**src/hssc_pkg.sv**
```systemverilog
package hssc_pkg;

	// ------------------------------------------------------------
	// clock and timing
	// ------------------------------------------------------------
	localparam int CLK_HZ        = 40_000_000;
	localparam int CLK_PERIOD_NS = 25;
	localparam int OC_FILT_NS    = 16_000;
	localparam int OL_FILT_NS    = 64_000;
	localparam int FILT_W        = 12;
	localparam logic [FILT_W-1:0] OC_CYC =
		FILT_W'((OC_FILT_NS + CLK_PERIOD_NS - 1) / CLK_PERIOD_NS);
	localparam logic [FILT_W-1:0] OL_CYC =
		FILT_W'((OL_FILT_NS + CLK_PERIOD_NS - 1) / CLK_PERIOD_NS);

	// ------------------------------------------------------------
	// pwm
	// ------------------------------------------------------------
	localparam int PWM_STEPS  = 256;
	localparam int FREQ_LO_HZ = 200;
	localparam int FREQ_HI_HZ = 400;
	localparam int PRESC_W    = 10;
	localparam logic [PRESC_W-1:0] PRESC_LO =
		PRESC_W'(CLK_HZ / (FREQ_LO_HZ * PWM_STEPS) - 1);
	localparam logic [PRESC_W-1:0] PRESC_HI =
		PRESC_W'(CLK_HZ / (FREQ_HI_HZ * PWM_STEPS) - 1);
	localparam int DUTY_W = 8;

	// ------------------------------------------------------------
	// channel configuration
	// ------------------------------------------------------------
	localparam int NUM_CH = 4;
	localparam int CFG_W  = 3;
	localparam logic [CFG_W-1:0] CFG_OFF  = 3'h0;
	localparam logic [CFG_W-1:0] CFG_ON   = 3'h1;
	localparam logic [CFG_W-1:0] CFG_TMR1 = 3'h2;
	localparam logic [CFG_W-1:0] CFG_TMR2 = 3'h3;
	localparam logic [CFG_W-1:0] CFG_PWM1 = 3'h4;
	localparam logic [CFG_W-1:0] CFG_PWM2 = 3'h5;

	// ------------------------------------------------------------
	// chip operating modes
	// ------------------------------------------------------------
	localparam logic [2:0] MODE_NORMAL   = 3'h0;
	localparam logic [2:0] MODE_STOP     = 3'h1;
	localparam logic [2:0] MODE_SLEEP    = 3'h2;
	localparam logic [2:0] MODE_RESTART  = 3'h3;
	localparam logic [2:0] MODE_FAILSAFE = 3'h4;

	// ------------------------------------------------------------
	// reset values
	// ------------------------------------------------------------
	localparam logic [NUM_CH*CFG_W-1:0] CFG_RST  = 12'h000;
	localparam logic [DUTY_W-1:0]       DUTY_RST = 8'h00;
	localparam logic [1:0]              FREQ_RST = 2'h0;

endpackage : hssc_pkg

```
**src/hssc_ctrl.sv**
```systemverilog
`timescale 1ns/1ps
module hssc_ctrl
	import hssc_pkg::*;
(
	// clock and reset
	input  wire logic                      sys_clk,
	input  wire logic                      arst_n,
	input  wire logic                      clk_en,
	// chip operating mode
	input  wire logic [2:0]                mode_code,
	// configuration writes
	input  wire logic                      cfg_wr,
	input  wire logic [NUM_CH*CFG_W-1:0]   cfg_wdata,
	input  wire logic                      duty1_wr,
	input  wire logic                      duty2_wr,
	input  wire logic [DUTY_W-1:0]         duty_wdata,
	input  wire logic                      freq_wr,
	input  wire logic [1:0]                freq_wdata,
	input  wire logic                      overvolt_shutdown_disable,
	input  wire logic                      undervolt_shutdown_disable,
	input  wire logic                      supply_fault_recovery_en,
	// flag clears
	input  wire logic [NUM_CH-1:0]         oc_flag_clr,
	input  wire logic [NUM_CH-1:0]         ol_flag_clr,
	// timers
	input  wire logic                      timer1_in,
	input  wire logic                      timer2_in,
	// analog indications
	input  wire logic                      supply_ov_ind,
	input  wire logic                      supply_uv_ind,
	input  wire logic [NUM_CH-1:0]         oc_ind,
	input  wire logic [NUM_CH-1:0]         ol_ind,
	// outputs
	output logic      [NUM_CH-1:0]         high_side_output,
	output logic      [2*CFG_W-1:0]        output_cfg_reg_a,
	output logic      [2*CFG_W-1:0]        output_cfg_reg_b,
	output logic      [DUTY_W-1:0]         duty_reg_gen1,
	output logic      [DUTY_W-1:0]         duty_reg_gen2,
	output logic      [1:0]                pwm_frequency_select_reg,
	output logic                           switch_supply_overvolt_flag,
	output logic                           switch_supply_undervolt_flag,
	output logic      [NUM_CH-1:0]         overcurrent_status_reg,
	output logic      [NUM_CH-1:0]         open_load_status_reg
);

	// ------------------------------------------------------------
	// functions
	// ------------------------------------------------------------
	function automatic logic drive_of(input logic [CFG_W-1:0] c,
		input logic t1, input logic t2, input logic p1, input logic p2);
		logic d;
		d = 1'b0;
		case (c)
			CFG_ON:   d = 1'b1;
			CFG_TMR1: d = t1;
			CFG_TMR2: d = t2;
			CFG_PWM1: d = p1;
			CFG_PWM2: d = p2;
			default:  d = 1'b0;
		endcase
		return d;
	endfunction : drive_of

	function automatic logic [FILT_W-1:0] filt_next(
		input logic [FILT_W-1:0] cnt, input logic active,
		input logic [FILT_W-1:0] lim);
		logic [FILT_W-1:0] n;
		n = '0;
		if (active && cnt < lim) begin
			n = cnt + 1'b1;
		end else if (active) begin
			n = cnt;
		end
		return n;
	endfunction : filt_next

	// ------------------------------------------------------------
	// input synchronisers
	// ------------------------------------------------------------
	logic [NUM_CH*2+1:0] sync1_r;
	logic [NUM_CH*2+1:0] sync2_r;
	logic                ov_s;
	logic                uv_s;
	logic [NUM_CH-1:0]   oc_s;
	logic [NUM_CH-1:0]   ol_s;

	always_ff @(posedge sys_clk or negedge arst_n) begin
		if (!arst_n) begin
			sync1_r <= '0;
			sync2_r <= '0;
		end else if (clk_en) begin
			sync1_r <= {supply_ov_ind, supply_uv_ind, oc_ind, ol_ind};
			sync2_r <= sync1_r;
		end
	end

	assign ov_s = sync2_r[NUM_CH*2+1];
	assign uv_s = sync2_r[NUM_CH*2];
	assign oc_s = sync2_r[NUM_CH*2-1:NUM_CH];
	assign ol_s = sync2_r[NUM_CH-1:0];

	// ------------------------------------------------------------
	// mode and supply fault tracking
	// ------------------------------------------------------------
	logic [2:0] mode_prev_r;
	logic       supply_sd_r;
	logic       forced_off;
	logic       force_entry;
	logic       supply_sd;
	logic       supply_release;
	logic       cfg_open;

	assign forced_off  = (mode_code == MODE_RESTART) ||
		(mode_code == MODE_FAILSAFE);
	assign force_entry = forced_off && (mode_prev_r != mode_code);
	assign cfg_open    = (mode_code == MODE_NORMAL);
	assign supply_sd = (ov_s && !overvolt_shutdown_disable) ||
		(uv_s && !undervolt_shutdown_disable);
	assign supply_release = supply_sd_r && !supply_sd;

	always_ff @(posedge sys_clk or negedge arst_n) begin
		if (!arst_n) begin
			mode_prev_r <= MODE_NORMAL;
			supply_sd_r <= 1'b0;
		end else if (clk_en) begin
			mode_prev_r <= mode_code;
			supply_sd_r <= supply_sd;
		end
	end

	always_ff @(posedge sys_clk or negedge arst_n) begin
		if (!arst_n) begin
			switch_supply_overvolt_flag  <= 1'b0;
			switch_supply_undervolt_flag <= 1'b0;
		end else if (clk_en) begin
			switch_supply_overvolt_flag  <= ov_s;
			switch_supply_undervolt_flag <= uv_s;
		end
	end

	// ------------------------------------------------------------
	// pwm generators
	// ------------------------------------------------------------
	logic [DUTY_W-1:0]  duty1_r;
	logic [DUTY_W-1:0]  duty2_r;
	logic [1:0]         freq_r;
	logic [PRESC_W-1:0] presc_r [2];
	logic [DUTY_W-1:0]  step_r  [2];
	logic [1:0]         pwm_out;

	always_ff @(posedge sys_clk or negedge arst_n) begin
		if (!arst_n) begin
			duty1_r <= DUTY_RST;
			duty2_r <= DUTY_RST;
			freq_r  <= FREQ_RST;
		end else if (clk_en && cfg_open) begin
			if (duty1_wr) begin
				duty1_r <= duty_wdata;
			end
			if (duty2_wr) begin
				duty2_r <= duty_wdata;
			end
			if (freq_wr) begin
				freq_r <= freq_wdata;
			end
		end
	end

	// free-running so an assignment starts pwm at once
	always_ff @(posedge sys_clk or negedge arst_n) begin
		if (!arst_n) begin
			for (int g = 0; g < 2; g++) begin
				presc_r[g] <= '0;
				step_r[g]  <= '0;
			end
		end else if (clk_en) begin
			for (int g = 0; g < 2; g++) begin
				if (presc_r[g] >= (freq_r[g] ? PRESC_HI : PRESC_LO)) begin
					presc_r[g] <= '0;
					step_r[g]  <= step_r[g] + 1'b1;
				end else begin
					presc_r[g] <= presc_r[g] + 1'b1;
				end
			end
		end
	end

	assign pwm_out[0] = step_r[0] < duty1_r;
	assign pwm_out[1] = step_r[1] < duty2_r;

	// ------------------------------------------------------------
	// protection filters
	// ------------------------------------------------------------
	logic [FILT_W-1:0] oc_cnt_r [NUM_CH];
	logic [FILT_W-1:0] ol_cnt_r [NUM_CH];
	logic [NUM_CH-1:0] oc_trip;
	logic [NUM_CH-1:0] ol_trip;

	always_ff @(posedge sys_clk or negedge arst_n) begin
		if (!arst_n) begin
			for (int c = 0; c < NUM_CH; c++) begin
				oc_cnt_r[c] <= '0;
				ol_cnt_r[c] <= '0;
			end
		end else if (clk_en) begin
			for (int c = 0; c < NUM_CH; c++) begin
				oc_cnt_r[c] <= filt_next(oc_cnt_r[c],
					oc_s[c] && high_side_output[c], OC_CYC);
				ol_cnt_r[c] <= filt_next(ol_cnt_r[c],
					ol_s[c] && high_side_output[c], OL_CYC);
			end
		end
	end

	always_comb begin
		for (int c = 0; c < NUM_CH; c++) begin
			oc_trip[c] = (oc_cnt_r[c] >= OC_CYC) && oc_s[c] &&
				high_side_output[c];
			ol_trip[c] = (ol_cnt_r[c] >= OL_CYC) && ol_s[c] &&
				high_side_output[c];
		end
	end

	// set wins over a clear in the same cycle
	always_ff @(posedge sys_clk or negedge arst_n) begin
		if (!arst_n) begin
			overcurrent_status_reg <= '0;
			open_load_status_reg   <= '0;
		end else if (clk_en) begin
			overcurrent_status_reg <=
				(overcurrent_status_reg & ~oc_flag_clr) | oc_trip;
			open_load_status_reg <=
				(open_load_status_reg & ~ol_flag_clr) | ol_trip;
		end
	end

	// ------------------------------------------------------------
	// channel configuration
	// ------------------------------------------------------------
	logic [NUM_CH*CFG_W-1:0] cfg_r;
	logic [NUM_CH*CFG_W-1:0] cfg_nxt;

	always_comb begin
		cfg_nxt = cfg_r;
		if (cfg_wr && cfg_open) begin
			cfg_nxt = cfg_wdata;
		end
		if (supply_release && !supply_fault_recovery_en) begin
			cfg_nxt = CFG_RST;
		end
		if (force_entry) begin
			cfg_nxt = CFG_RST;
		end
		for (int c = 0; c < NUM_CH; c++) begin
			if (oc_trip[c]) begin
				cfg_nxt[c*CFG_W +: CFG_W] = CFG_OFF;
			end
		end
	end

	always_ff @(posedge sys_clk or negedge arst_n) begin
		if (!arst_n) begin
			cfg_r <= CFG_RST;
		end else if (clk_en) begin
			cfg_r <= cfg_nxt;
		end
	end

	always_ff @(posedge sys_clk or negedge arst_n) begin
		if (!arst_n) begin
			output_cfg_reg_a         <= '0;
			output_cfg_reg_b         <= '0;
			duty_reg_gen1            <= DUTY_RST;
			duty_reg_gen2            <= DUTY_RST;
			pwm_frequency_select_reg <= FREQ_RST;
		end else if (clk_en) begin
			output_cfg_reg_a         <= cfg_nxt[2*CFG_W-1:0];
			output_cfg_reg_b         <= cfg_nxt[4*CFG_W-1:2*CFG_W];
			duty_reg_gen1            <= duty1_r;
			duty_reg_gen2            <= duty2_r;
			pwm_frequency_select_reg <= freq_r;
		end
	end

	// ------------------------------------------------------------
	// output drive
	// ------------------------------------------------------------
	always_ff @(posedge sys_clk or negedge arst_n) begin
		if (!arst_n) begin
			high_side_output <= '0;
		end else if (clk_en) begin
			for (int c = 0; c < NUM_CH; c++) begin
				high_side_output[c] <= !forced_off && !supply_sd &&
					drive_of(cfg_nxt[c*CFG_W +: CFG_W], timer1_in,
						timer2_in, pwm_out[0], pwm_out[1]);
			end
		end
	end

endmodule : hssc_ctrl

```
**config.mk**
```make
export PLATFORM = sky130hd
export DESIGN_NAME = hssc_ctrl
export DESIGN_NICKNAME = d
export VERILOG_FILES = /design/src/hssc_pkg.sv /design/src/hssc_ctrl.sv
export SDC_FILE = /design/constraint.sdc
export NUM_CORES = 1
export LEC_CHECK = 0
export ABC_AREA = 1
export BUFFER_PORTS_ARGS = -buffer_cell sky130_fd_sc_hd__buf_2
export CORE_MARGIN = 4
export CORE_UTILIZATION = 60
export CTS_BUF_LIST = sky130_fd_sc_hd__clkbuf_8 sky130_fd_sc_hd__clkbuf_16
export DETAILED_ROUTE_END_ITERATION = 7
export PLACE_DENSITY_LB_ADDON = 0.1
export SYNTH_ARGS = -nofsm -noshare
export SYNTH_HDL_FRONTEND = slang
export SYNTH_SLANG_ARGS = --single-unit
```
**constraint.sdc**
```tcl
create_clock -name sys_clk -period 2.36 [get_ports sys_clk]
set_input_delay 0.236 -clock sys_clk [delete_from_list [all_inputs] [get_ports sys_clk]]
set_output_delay 0.236 -clock sys_clk [all_outputs]
set_load 0.1 [all_outputs]
```
==> impl_metrics.ini, run 1 <==
[critical_path]
required_ps = 2800
crit_path_max_fanout = 12
worst_r2r_endpoint = step_r[5]$_DFFE_PN0P_
worstSetupEndpointType = flop
rr_worst_depth = 10
timing.setup.critical_path_class = reg -> reg
rrSetupSlack_ps = 290
critical_path.startpoint_type = flop
cp-endpoint = step_r[5]$_DFFE_PN0P_
crit-reg2reg-launch = freq_r[1]$_DFFE_PN0P_
arrival_ps = 2510
cp-startpoint = freq_r[1]$_DFFE_PN0P_

[routing]
routedLengthMet1_mm = 11.5
drc_errors = 0
drt_iter0_markers = 531
met2WireLength_mm = 11.9
route.met3.wl_mm = 1.43
drt-pass1-iter-count = 4
postRouteWirelength_mm = 25.6
wire_per_inst_um = 14.4
vias = 9452
avgViaCountPerCell = 5.33
drt.antenna.violating_nets = 0
highest-signal-layer = met5

[die]
chipWidth_um = 145
boundaryPins = 99
design.core.area_um2 = 18100
starting_density_pct = 61.6
die-area_um2 = 20900
core.rowCount = 49
floorplan_die_height_um = 145

[pwr]
leak_pwr_nw = 6.46
finalPower_mw = 10.1
power.density_cell_area_nw_per_um2 = 782
vdd_drop_max_mv = 0.813

[grt]
grt_pass1_wl_mm = 43.8
grt-ovfl-total = 0
gr-usage-all-layers_pct = 25.6
vias_in_the_first_global_route = 9238
initial_antenna_violation_count = 5
grt_start_max_net_pins = 84

[synthesis]
synthesized_net_count = 1491
synth.ff_latch_count = 218
synth_cells = 1394
synth-seq-area-share_pct = 48.8
yosysUniqueCellTypes = 43
asyncSetResetFlopFracSynth_pct = 100
synthFlopType = sky130_fd_sc_hd__dfrtp_1
netlist_area_um2 = 11200
avgSynthCellArea_um2 = 8.02
yosys_warnings = 0
number_of_flops_mapped_to_enable_cells_by_yosys = 0

[cts]
clkLatencyLatePin_ps = 510
clk_root_buf = sky130_fd_sc_hd__clkbuf_16
cts-buffers-inserted = 23
ctsHtreeMaxLevel = 1
cts_post_setup_buffers_inserted = 0
clockBufferDepth = 3
clock_sinks = 218
cts.reportedPaths.clkPinSlew_ps = 60
cts_tree = yes

[worst_hold_path]
min-delay-path-class = in -> reg

[timing]
worst-slew-pin-transition_ps = 652
finalSetupTns_ps = 0
worst_clk_skew_ps = 17.9
relSlewSlack_pct = 56.5
final_hold_viol_count = 0
final.hold.worst_slack_ps = 9.20
fmax_mhz = 483
finalWorstPathRequiredPeriod_ps = 2070
timing.final.max_slew_violations = 0
setup_viol_count_final = 0
finalCritPeriodShare_pct = 87.8
grt_setup_unrepaired = no

[flow_run]
max_cap_viol_count = 0

[layout]
layout_top_registers = oc_cnt_r: 48 flops, ol_cnt_r: 48 flops, presc_r: 20 flops
layout.nets = 1625
layout_cells_sized_above_1_pct = 12.7
area_growth_pct = 16.1

[placed_design]
buffer_ports.inserted = 98
hpwl_mm = 18.1
gpl.final_weighted_congestion = 0.844

[outcome]
outcome = completed
## final cells by class
class / count / area, µm²
Inverter: 209 / 788
Timing Repair Buffer: 135 / 868
Sequential cell: 218 / 5460
Tap cell: 229 / 287
Clock buffer: 31 / 686
Multi-Input combinational cell: 941 / 4820
Clock inverter: 9 / 68.8
Fill cell: 1466 / 5170
Antenna cell: 2 / 5.00
## worst min-delay path by stage
stage                                             to  slack [ps]           start  cells past startpoint
6_report       overcurrent_status_reg[2]$_DFFE_PN0P_           9  oc_flag_clr[2]                      4
5_1_grt                       duty2_r[1]$_DFFE_PN0P_           9   duty_wdata[1]                      3
4_1_cts                       duty1_r[7]$_DFFE_PN0P_           2   duty_wdata[7]                      3
3_5_place_dp                 ol_cnt_r[5]$_DFFE_PN0P_         270          arst_n                      1
3_3_place_gp                 ol_cnt_r[5]$_DFFE_PN0P_         270          arst_n                      1
2_1_floorplan                   cfg_r[0]$_DFFE_PN0P_         -60          arst_n                      0
## through the flow
| stage | cells | instance area [µm²] | utilization [%] | worst slack, ps |
|---|---|---|---|---|
| 2_1_floorplan | 1394 | 11200 | - | 386 |
| 3_3_place_gp | 1711 | 12000 | 66.1 | 244 |
| 3_5_place_dp | 1711 | 12000 | 66.1 | 210 |
| 4_1_cts | 1772 | 13000 | 71.5 | 176 |
| 5_1_grt | 1774 | 13000 | 71.5 | 42.2 |
| 6_report | 1774 | 13000 | 71.5 | 288 |
## cell usage in the layout (no fill, tap or decap), types with 23 or more instances in the layout
master	instances
sky130_fd_sc_hd__buf_2	97
sky130_fd_sc_hd__nor2_1	120
sky130_fd_sc_hd__clkbuf_16	23
sky130_fd_sc_hd__nand3_1	75
sky130_fd_sc_hd__dfrtp_1	218
sky130_fd_sc_hd__nand4_1	24
sky130_fd_sc_hd__a21oi_1	65
sky130_fd_sc_hd__o21ai_0	129
sky130_fd_sc_hd__inv_1	210
sky130_fd_sc_hd__ha_1	42
sky130_fd_sc_hd__nor3_1	40
sky130_fd_sc_hd__nand2_1	332
## layer usage
| metal | up-vias | track usage, % |
|---|---|---|
| met5 | - | 0 |
| met4 | 6 | 7.22 |
| met3 | 49 | 5.16 |
| met1 | 4459 | 34.9 |
| li1 | 4762 | - |
| met2 | 176 | 41.8 |
## worst max-delay path, stage by stage, from the launching register on
cell	delay (ps)
sky130_fd_sc_hd__dfrtp_1	410
sky130_fd_sc_hd__inv_1	100
sky130_fd_sc_hd__ha_1	290
sky130_fd_sc_hd__inv_1	100
sky130_fd_sc_hd__o21bai_1	80
sky130_fd_sc_hd__a21oi_1	140
sky130_fd_sc_hd__nand4_1	140
sky130_fd_sc_hd__nand2_2	200
sky130_fd_sc_hd__clkinvlp_4	260
sky130_fd_sc_hd__nand3_1	140
sky130_fd_sc_hd__xor2_1	150
## cell families after synthesis
kind of cell,synth area share (%)
AOI/OAI and AO/OA,10.4
xor gates and xnor gates,1.80
adders and majority gates,4.70
buffers and inverters,8.11
DFF,48.8
muxes,0.101
and+or+nand+nor,26.1
## synth_stat cells, types with 2 or more instances
master / n / share of area, %
sky130_fd_sc_hd__a21oi_1: 65 / 2.9
sky130_fd_sc_hd__a31oi_1: 7 / 0.39
sky130_fd_sc_hd__buf_2: 5 / 0.22
sky130_fd_sc_hd__buf_4: 3 / 0.20
sky130_fd_sc_hd__clkbuf_1: 16 / 0.54
sky130_fd_sc_hd__dfrtp_1: 218 / 49
sky130_fd_sc_hd__ha_1: 42 / 4.7
sky130_fd_sc_hd__inv_1: 207 / 6.9
sky130_fd_sc_hd__inv_2: 2 / 0.067
sky130_fd_sc_hd__nand2_1: 332 / 11
sky130_fd_sc_hd__nand2_2: 10 / 0.56
sky130_fd_sc_hd__nand2_4: 2 / 0.20
sky130_fd_sc_hd__nand3_1: 75 / 3.4
sky130_fd_sc_hd__nand3b_1: 2 / 0.13
sky130_fd_sc_hd__nand4_1: 24 / 1.3
sky130_fd_sc_hd__nor2_1: 120 / 4.0
sky130_fd_sc_hd__nor2_2: 7 / 0.39
sky130_fd_sc_hd__nor2_4: 3 / 0.30
sky130_fd_sc_hd__nor3_1: 40 / 1.8
sky130_fd_sc_hd__nor3_2: 10 / 0.90
sky130_fd_sc_hd__nor3b_1: 8 / 0.54
sky130_fd_sc_hd__nor4_1: 8 / 0.45
sky130_fd_sc_hd__nor4_2: 2 / 0.22
sky130_fd_sc_hd__o21a_1: 4 / 0.27
sky130_fd_sc_hd__o21ai_0: 129 / 5.8
sky130_fd_sc_hd__o21ai_1: 5 / 0.22
sky130_fd_sc_hd__o21bai_1: 4 / 0.27
sky130_fd_sc_hd__o41ai_1: 3 / 0.24
sky130_fd_sc_hd__or2_2: 6 / 0.34
sky130_fd_sc_hd__xnor2_1: 10 / 0.78
sky130_fd_sc_hd__xor2_1: 13 / 1.0
## power breakdown
part	switching (mW)	internal, mW	total [mW]	leakage, nW
clock	1.44	2.13	3.57	0.393
combinational	1.58	0.576	2.16	3.19
sequential	0.308	4.11	4.41	2.88
total	3.33	6.81	10.1	6.46
## timing repair
action                                  in CTS  in global routing
hold buffers                                21                  0
hold endpoints to repair                    99                  0
endpoints found under the setup margin       0                  1
gates resized for setup                      0                  1
(Power assumes the default switching activity.)
==> run 2: changes to the inputs <==
--- a/config.mk
+++ b/config.mk
@@ -6,7 +6,7 @@
 export NUM_CORES = 1
 export LEC_CHECK = 0
 export ABC_AREA = 1
-export BUFFER_PORTS_ARGS = -buffer_cell sky130_fd_sc_hd__buf_2
+export BUFFER_PORTS_ARGS = -buffer_cell sky130_fd_sc_hd__clkbuf_2
 export CORE_MARGIN = 4
 export CORE_UTILIZATION = 60
 export CTS_BUF_LIST = sky130_fd_sc_hd__clkbuf_8 sky130_fd_sc_hd__clkbuf_16
==> run 2 against run 1 <==
Net effect: cell count up 0.56%; combinational power is essentially flat; utilization rose by 0.99 points; clock skew decreased by 6.4 ps; highest routed layer is now met4.
==> impl_metrics.ini, run 2 (synthesis gave the netlist of run 1 again) <==
[placed_design]
hpwl_mm = 18.1
buffer_ports.inserted = 98
gpl.final_weighted_congestion = 0.840
dpl-instance-area_um2 = 12000

[grt]
grt_pass1_wl_mm = 44.2
initial_antenna_violation_count = 0
grt_start_max_net_pins = 74
gr-usage-all-layers_pct = 25.8
grt-ovfl-total = 0
vias_in_the_first_global_route = 9353

[timing]
finalSetupTns_ps = 0
final_hold_viol_count = 0
worst-slew-pin-transition_ps = 716
setup_viol_count_final = 0
worst_clk_skew_ps = 11.5
finalCritPeriodShare_pct = 89.4
fmax_mhz = 474
relSlewSlack_pct = 51.9
grt_setup_unrepaired = no
finalWorstPathRequiredPeriod_ps = 2110
timing.final.max_slew_violations = 0

[routing]
vias = 9496
drt.antenna.violating_nets = 0
wire_per_inst_um = 14.5
drt_iter0_markers = 526
postRouteWirelength_mm = 25.9
drt-pass1-iter-count = 5
drc_errors = 0
avgViaCountPerCell = 5.32

[die]
die-area_um2 = 20900
starting_density_pct = 61.6
core.rowCount = 49
floorplan_die_height_um = 145
boundaryPins = 99
chipWidth_um = 145
design.core.area_um2 = 18100

[critical_path]
cp-endpoint = step_r[5]$_DFFE_PN0P_
slowest_stage = sky130_fd_sc_hd__dfrtp_1
crit_path_frequent_cell = sky130_fd_sc_hd__inv_1
rr_worst_depth = 10
crit_path_max_fanout = 12
arrival_ps = 2510
required_ps = 2760
critical-path-top-delay-family = simple AND/OR/NAND/NOR gates
worstSetupPathDepth = 10
worstSetupEndpointType = flop
crit-reg2reg-launch = freq_r[1]$_DFFE_PN0P_
rrSetupSlack_ps = 250
worst_r2r_endpoint = step_r[5]$_DFFE_PN0P_
cp-startpoint = freq_r[1]$_DFFE_PN0P_
path_buf_inv = 3
timing.setup.critical_path_class = reg -> reg
critical_path.max_stage_delay_ps = 400
path_cells = inv_1, ha_1, inv_1, nor3_1, o21ai_0, nand4_1, nand2_2, inv_1, nand3_1, xor2_1
critical_path.startpoint_type = flop

[worst_hold_path]
min_path_cells = 3
min-delay-path-class = in -> reg

[pwr]
vdd_drop_max_mv = 0.726
finalPower_mw = 10.5
power.density_cell_area_nw_per_um2 = 798
leak_pwr_nw = 6.54

[layout]
layout.nets = 1634
layout.cells.most_common_list = sky130_fd_sc_hd__nand2_1, sky130_fd_sc_hd__dfrtp_1, sky130_fd_sc_hd__inv_1
layout.cells.most_common = sky130_fd_sc_hd__nand2_1
layout_cells_sized_above_1_pct = 12.8
final_core_util_pct = 72.5
area_growth_pct = 17.7
design_area_um2 = 13200
layout_top_registers = oc_cnt_r: 48 flops, ol_cnt_r: 48 flops, presc_r: 20 flops
antenna_diode_count = 0

[cts]
cts-buffers-inserted = 25
ctsHtreeMaxLevel = 1
cts_tree = yes
clk_root_buf = sky130_fd_sc_hd__clkbuf_16
clock_sinks = 218
cts.reportedPaths.clkPinSlew_ps = 60
clockBufferDepth = 3
clkLatencyLatePin_ps = 510

[outcome]
outcome = completed

[flow_run]
max_cap_viol_count = 0
[run 2: changes by cell type in the layout (fill, tap and decap cells not counted), moves of 2 or more]
cell | previous run | this run
sky130_fd_sc_hd__buf_2 | 97 | 1
sky130_fd_sc_hd__clkbuf_2 | 0 | 96
sky130_fd_sc_hd__dlygate4sd3_1 | 21 | 28
sky130_fd_sc_hd__buf_12 | 3 | 5
sky130_fd_sc_hd__buf_4 | 13 | 11
sky130_fd_sc_hd__clkbuf_16 | 23 | 25
sky130_fd_sc_hd__diode_2 | 2 | 0
sky130_fd_sc_hd__inv_1 | 210 | 212
[run 2: timing repair]
item | CTS | global route
endpoints found under the setup margin | 0 | 0
hold buffers | 28 | 0
buffers inserted | 0 | 0
hold endpoints to repair | 103 | 0
resized for setup | 0 | 0
[run 2: per-layer routing]
layer	part of all wire (%)	vias up	wire length, µm	GRT usage [%]
met5	0	-	0	0
met3	5.2	51	1350	5.36
met4	2.7	0	709	7.46
li1	-	4770	-	-
met1	45	4484	11600	34.0
met2	47	191	12200	43.5
[run 2: final cells by class]
type                       count  area, µm²
sequential                   218       5460
multi-input combinational    941       4820
clock inverter                12        111
timing repair buffer         142        963
tap                          229        287
clock buffer                  33        736
fill                        1449       4990
inverter                     209        785
[run 2: how the worst min path moves through the flow]
stage	start	end	slack (ps)
after floorplan	arst_n	cfg_r[0]$_DFFE_PN0P_	-60
after global placement	arst_n	ol_cnt_r[8]$_DFFE_PN0P_	260
after detailed placement	arst_n	ol_cnt_r[4]$_DFFE_PN0P_	270
after CTS	duty_wdata[1]	duty2_r[1]$_DFFE_PN0P_	1
after global routing	duty_wdata[1]	duty2_r[1]$_DFFE_PN0P_	30
final	duty_wdata[1]	duty2_r[1]$_DFFE_PN0P_	30
[run 2: through the flow]
step	hold WS, ps	instances	setup WS, ps
2_1_floorplan	-59.6	1394	386
3_3_place_gp	255	1711	395
3_5_place_dp	265	1711	250
4_1_cts	1.30	1784	235
5_1_grt	30.4	1784	9.72
6_report	25.7	1784	250
[run 2: worst reg2reg max path, cell delays in order, from the launching register on]
cell                      delay [ps]
sky130_fd_sc_hd__dfrtp_1         400
sky130_fd_sc_hd__inv_1            90
sky130_fd_sc_hd__ha_1            280
sky130_fd_sc_hd__inv_1            60
sky130_fd_sc_hd__nor3_1          260
sky130_fd_sc_hd__o21ai_0         130
sky130_fd_sc_hd__nand4_1         140
sky130_fd_sc_hd__nand2_2          60
sky130_fd_sc_hd__inv_1           270
sky130_fd_sc_hd__nand3_1         140
sky130_fd_sc_hd__xor2_1          160
[run 2: power breakdown]
part           switching, mW  total [mW]  internal (mW)
combinational           1.59        2.17          0.586
clock                   1.52        3.92           2.40
sequential             0.299        4.41           4.11
total                   3.41        10.5           7.09
==> run 3: changes to the inputs <==
--- a/config.mk
+++ b/config.mk
@@ -7,8 +7,9 @@
 export LEC_CHECK = 0
 export ABC_AREA = 1
 export BUFFER_PORTS_ARGS = -buffer_cell sky130_fd_sc_hd__clkbuf_2
+export CORE_ASPECT_RATIO = 1.1
 export CORE_MARGIN = 4
-export CORE_UTILIZATION = 60
+export CORE_UTILIZATION = 48
 export CTS_BUF_LIST = sky130_fd_sc_hd__clkbuf_8 sky130_fd_sc_hd__clkbuf_16
 export DETAILED_ROUTE_END_ITERATION = 7
 export PLACE_DENSITY_LB_ADDON = 0.1
==> run 3 against run 2 <==
Net effect: worst setup slack better by 90 ps; routed wire length rose by 2.0%; die area grew 24%; largest cell class unchanged; largest power group unchanged.
==> impl_metrics.ini, run 3 (synthesis gave the netlist of run 1 again) <==
[outcome]
outcome = completed

[placed_design]
hpwl_mm = 19.0
dp_worst_setup_slack_ps = 357
placed_instances = 1784
gpl.final_weighted_congestion = 0.855
buffer_ports.inserted = 98

[routing]
avgViaCountPerCell = 5.05
drt-pass1-iter-count = 6
vias = 9361
wire_per_inst_um = 14.2
postRouteWirelength_mm = 26.4
drt_iter0_markers = 504
drt.antenna.violating_nets = 0
drc_errors = 0

[critical_path]
worstSetupEndpointType = flop
critical_path.max_stage_delay_ps = 400
crit-reg2reg-launch = freq_r[1]$_DFFE_PN0P_
crit_path_max_fanout = 9
slowest_stage = sky130_fd_sc_hd__dfrtp_1
cp-startpoint = freq_r[1]$_DFFE_PN0P_
required_ps = 2800
path_cells = inv_1, ha_1, inv_1, o21bai_1, a21oi_1, nand4_1, nand2_2, inv_1, buf_4, nor3b_1
crit_path_frequent_cell = sky130_fd_sc_hd__inv_1
arrival_ps = 2460
critical_path.startpoint_type = flop
timing.setup.critical_path_class = reg -> reg

[die]
starting_density_pct = 48.8
boundaryPins = 99
die-area_um2 = 25800
design.core.area_um2 = 22900
core.rowCount = 58
chipWidth_um = 154
floorplan_die_height_um = 168

[worst_hold_path]
min-delay-path-class = in -> reg
min-delay-start = oc_flag_clr[3]

[layout]
area_growth_pct = 18.5
layout.cells.most_common = sky130_fd_sc_hd__nand2_1
final_cells = 1855
layout_top_registers = oc_cnt_r: 48 flops, ol_cnt_r: 48 flops, presc_r: 20 flops
layout_cells_sized_above_1_pct = 12.8
antenna_diode_count = 0
layout.cells.most_common_list = sky130_fd_sc_hd__nand2_1, sky130_fd_sc_hd__dfrtp_1, sky130_fd_sc_hd__inv_1
layout.nets = 1636

[pwr]
power.share.combinational_pct = 20.3
finalPower_mw = 10.6
part_of_the_power_in_registers_pct = 41.7
leak_pwr_nw = 6.54
net_switching_fraction_of_the_power_pct = 32.3
vdd_drop_max_mv = 0.768
clock_power_share_pct = 38.0
power.density_cell_area_nw_per_um2 = 800
p_int_mw = 7.17
power.net_switching_mw = 3.43

[grt]
grt_pass1_wl_mm = 44.9
gr-usage-all-layers_pct = 20.6
initial_antenna_violation_count = 2
vias_in_the_first_global_route = 9351
grt_start_max_net_pins = 61
grt-ovfl-total = 0

[timing]
grt_setup_unrepaired = no
worst-slew-pin-transition_ps = 642
worst_clk_skew_ps = 17.1
fin_ws_ps = 340
fmax_mhz = 495
final_hold_viol_count = 0
finalSetupTns_ps = 0
setup_viol_count_final = 0
timing.final.max_slew_violations = 0
relSlewSlack_pct = 56.9
final.hold.worst_slack_ps = 16.2
finalCritPeriodShare_pct = 85.6
finalWorstPathRequiredPeriod_ps = 2020

[cts]
cts.reportedPaths.clkPinSlew_ps = 60
clk_root_buf = sky130_fd_sc_hd__clkbuf_16
cts-buffers-inserted = 25
cts_tree = yes
cts_repair_resize_count = 0
clkLatencyLatePin_ps = 530
ctsHtreeMaxLevel = 1
clock_sinks = 218
clockBufferDepth = 3

[flow_run]
max_cap_viol_count = 0
## run 3: repair_timing
action / 4_1_cts / 5_1_grt
hold endpoints to repair: 88 / 0
hold buffers: 28 / 0
buffers inserted: 0 / 0
## run 3: per-stage QoR
step | instance area (µm²) | utilization [%]
finish | 13200 | 57.8
global route | 13200 | 57.8
CTS | 13200 | 57.8
detailed placement | 12100 | 52.8
global placement | 12100 | 52.8
floorplan | 11200 | -
## run 3: path summary, 6_finish.rpt
path	endpoint	cells past startpoint	slack, ps
worst max-delay path	presc_r[2]$_DFFE_PN0P_	10	340
worst min-delay path	overcurrent_status_reg[3]$_DFFE_PN0P_	4	20
worst max register to register	presc_r[2]$_DFFE_PN0P_	10	340
worst min register to register	sync2_r[7]$_DFFE_PN0P_	2	470
max in group asynchronous	freq_r[0]$_DFFE_PN0P_	3	1380
min in group asynchronous	ol_cnt_r[3]$_DFFE_PN0P_	2	260
## run 3: critical path: cells and delay by family, from the launching register on
family	cells	cell delay (ps)
fa+ha+maj	1	290
compound gates	2	220
buf+inv	4	480
flops	1	400
simple gates	3	520
## run 3: layout make-up
cell class / count / area [µm²]
Multi-Input combinational cell: 941 / 4820
Inverter: 209 / 785
Clock buffer: 29 / 681
Clock inverter: 14 / 174
Sequential cell: 218 / 5460
Timing Repair Buffer: 144 / 956
Tap cell: 300 / 375
Fill cell: 2121 / 9690
## run 3: power groups by stage
stage | Sequential, mW | Clock [mW] | Combinational (mW)
2_1_floorplan | 5.04 | 0 | 0.959
3_3_place_gp | 4.47 | 0 | 2.10
3_5_place_dp | 4.47 | 0 | 2.13
4_1_cts | 4.41 | 4.10 | 2.18
5_1_grt | 4.46 | 4.27 | 2.43
6_report | 4.42 | 4.02 | 2.16
## run 3: metal layers
| layer | wire, µm | vias to the layer above | GRT usage (%) |
|---|---|---|---|
| met5 | 24 | - | 0 |
| met4 | 591 | 4 | 4.49 |
| met3 | 1460 | 52 | 4.68 |
| met2 | 12400 | 168 | 34.9 |
| met1 | 11900 | 4374 | 27.2 |
| li1 | - | 4763 | - |
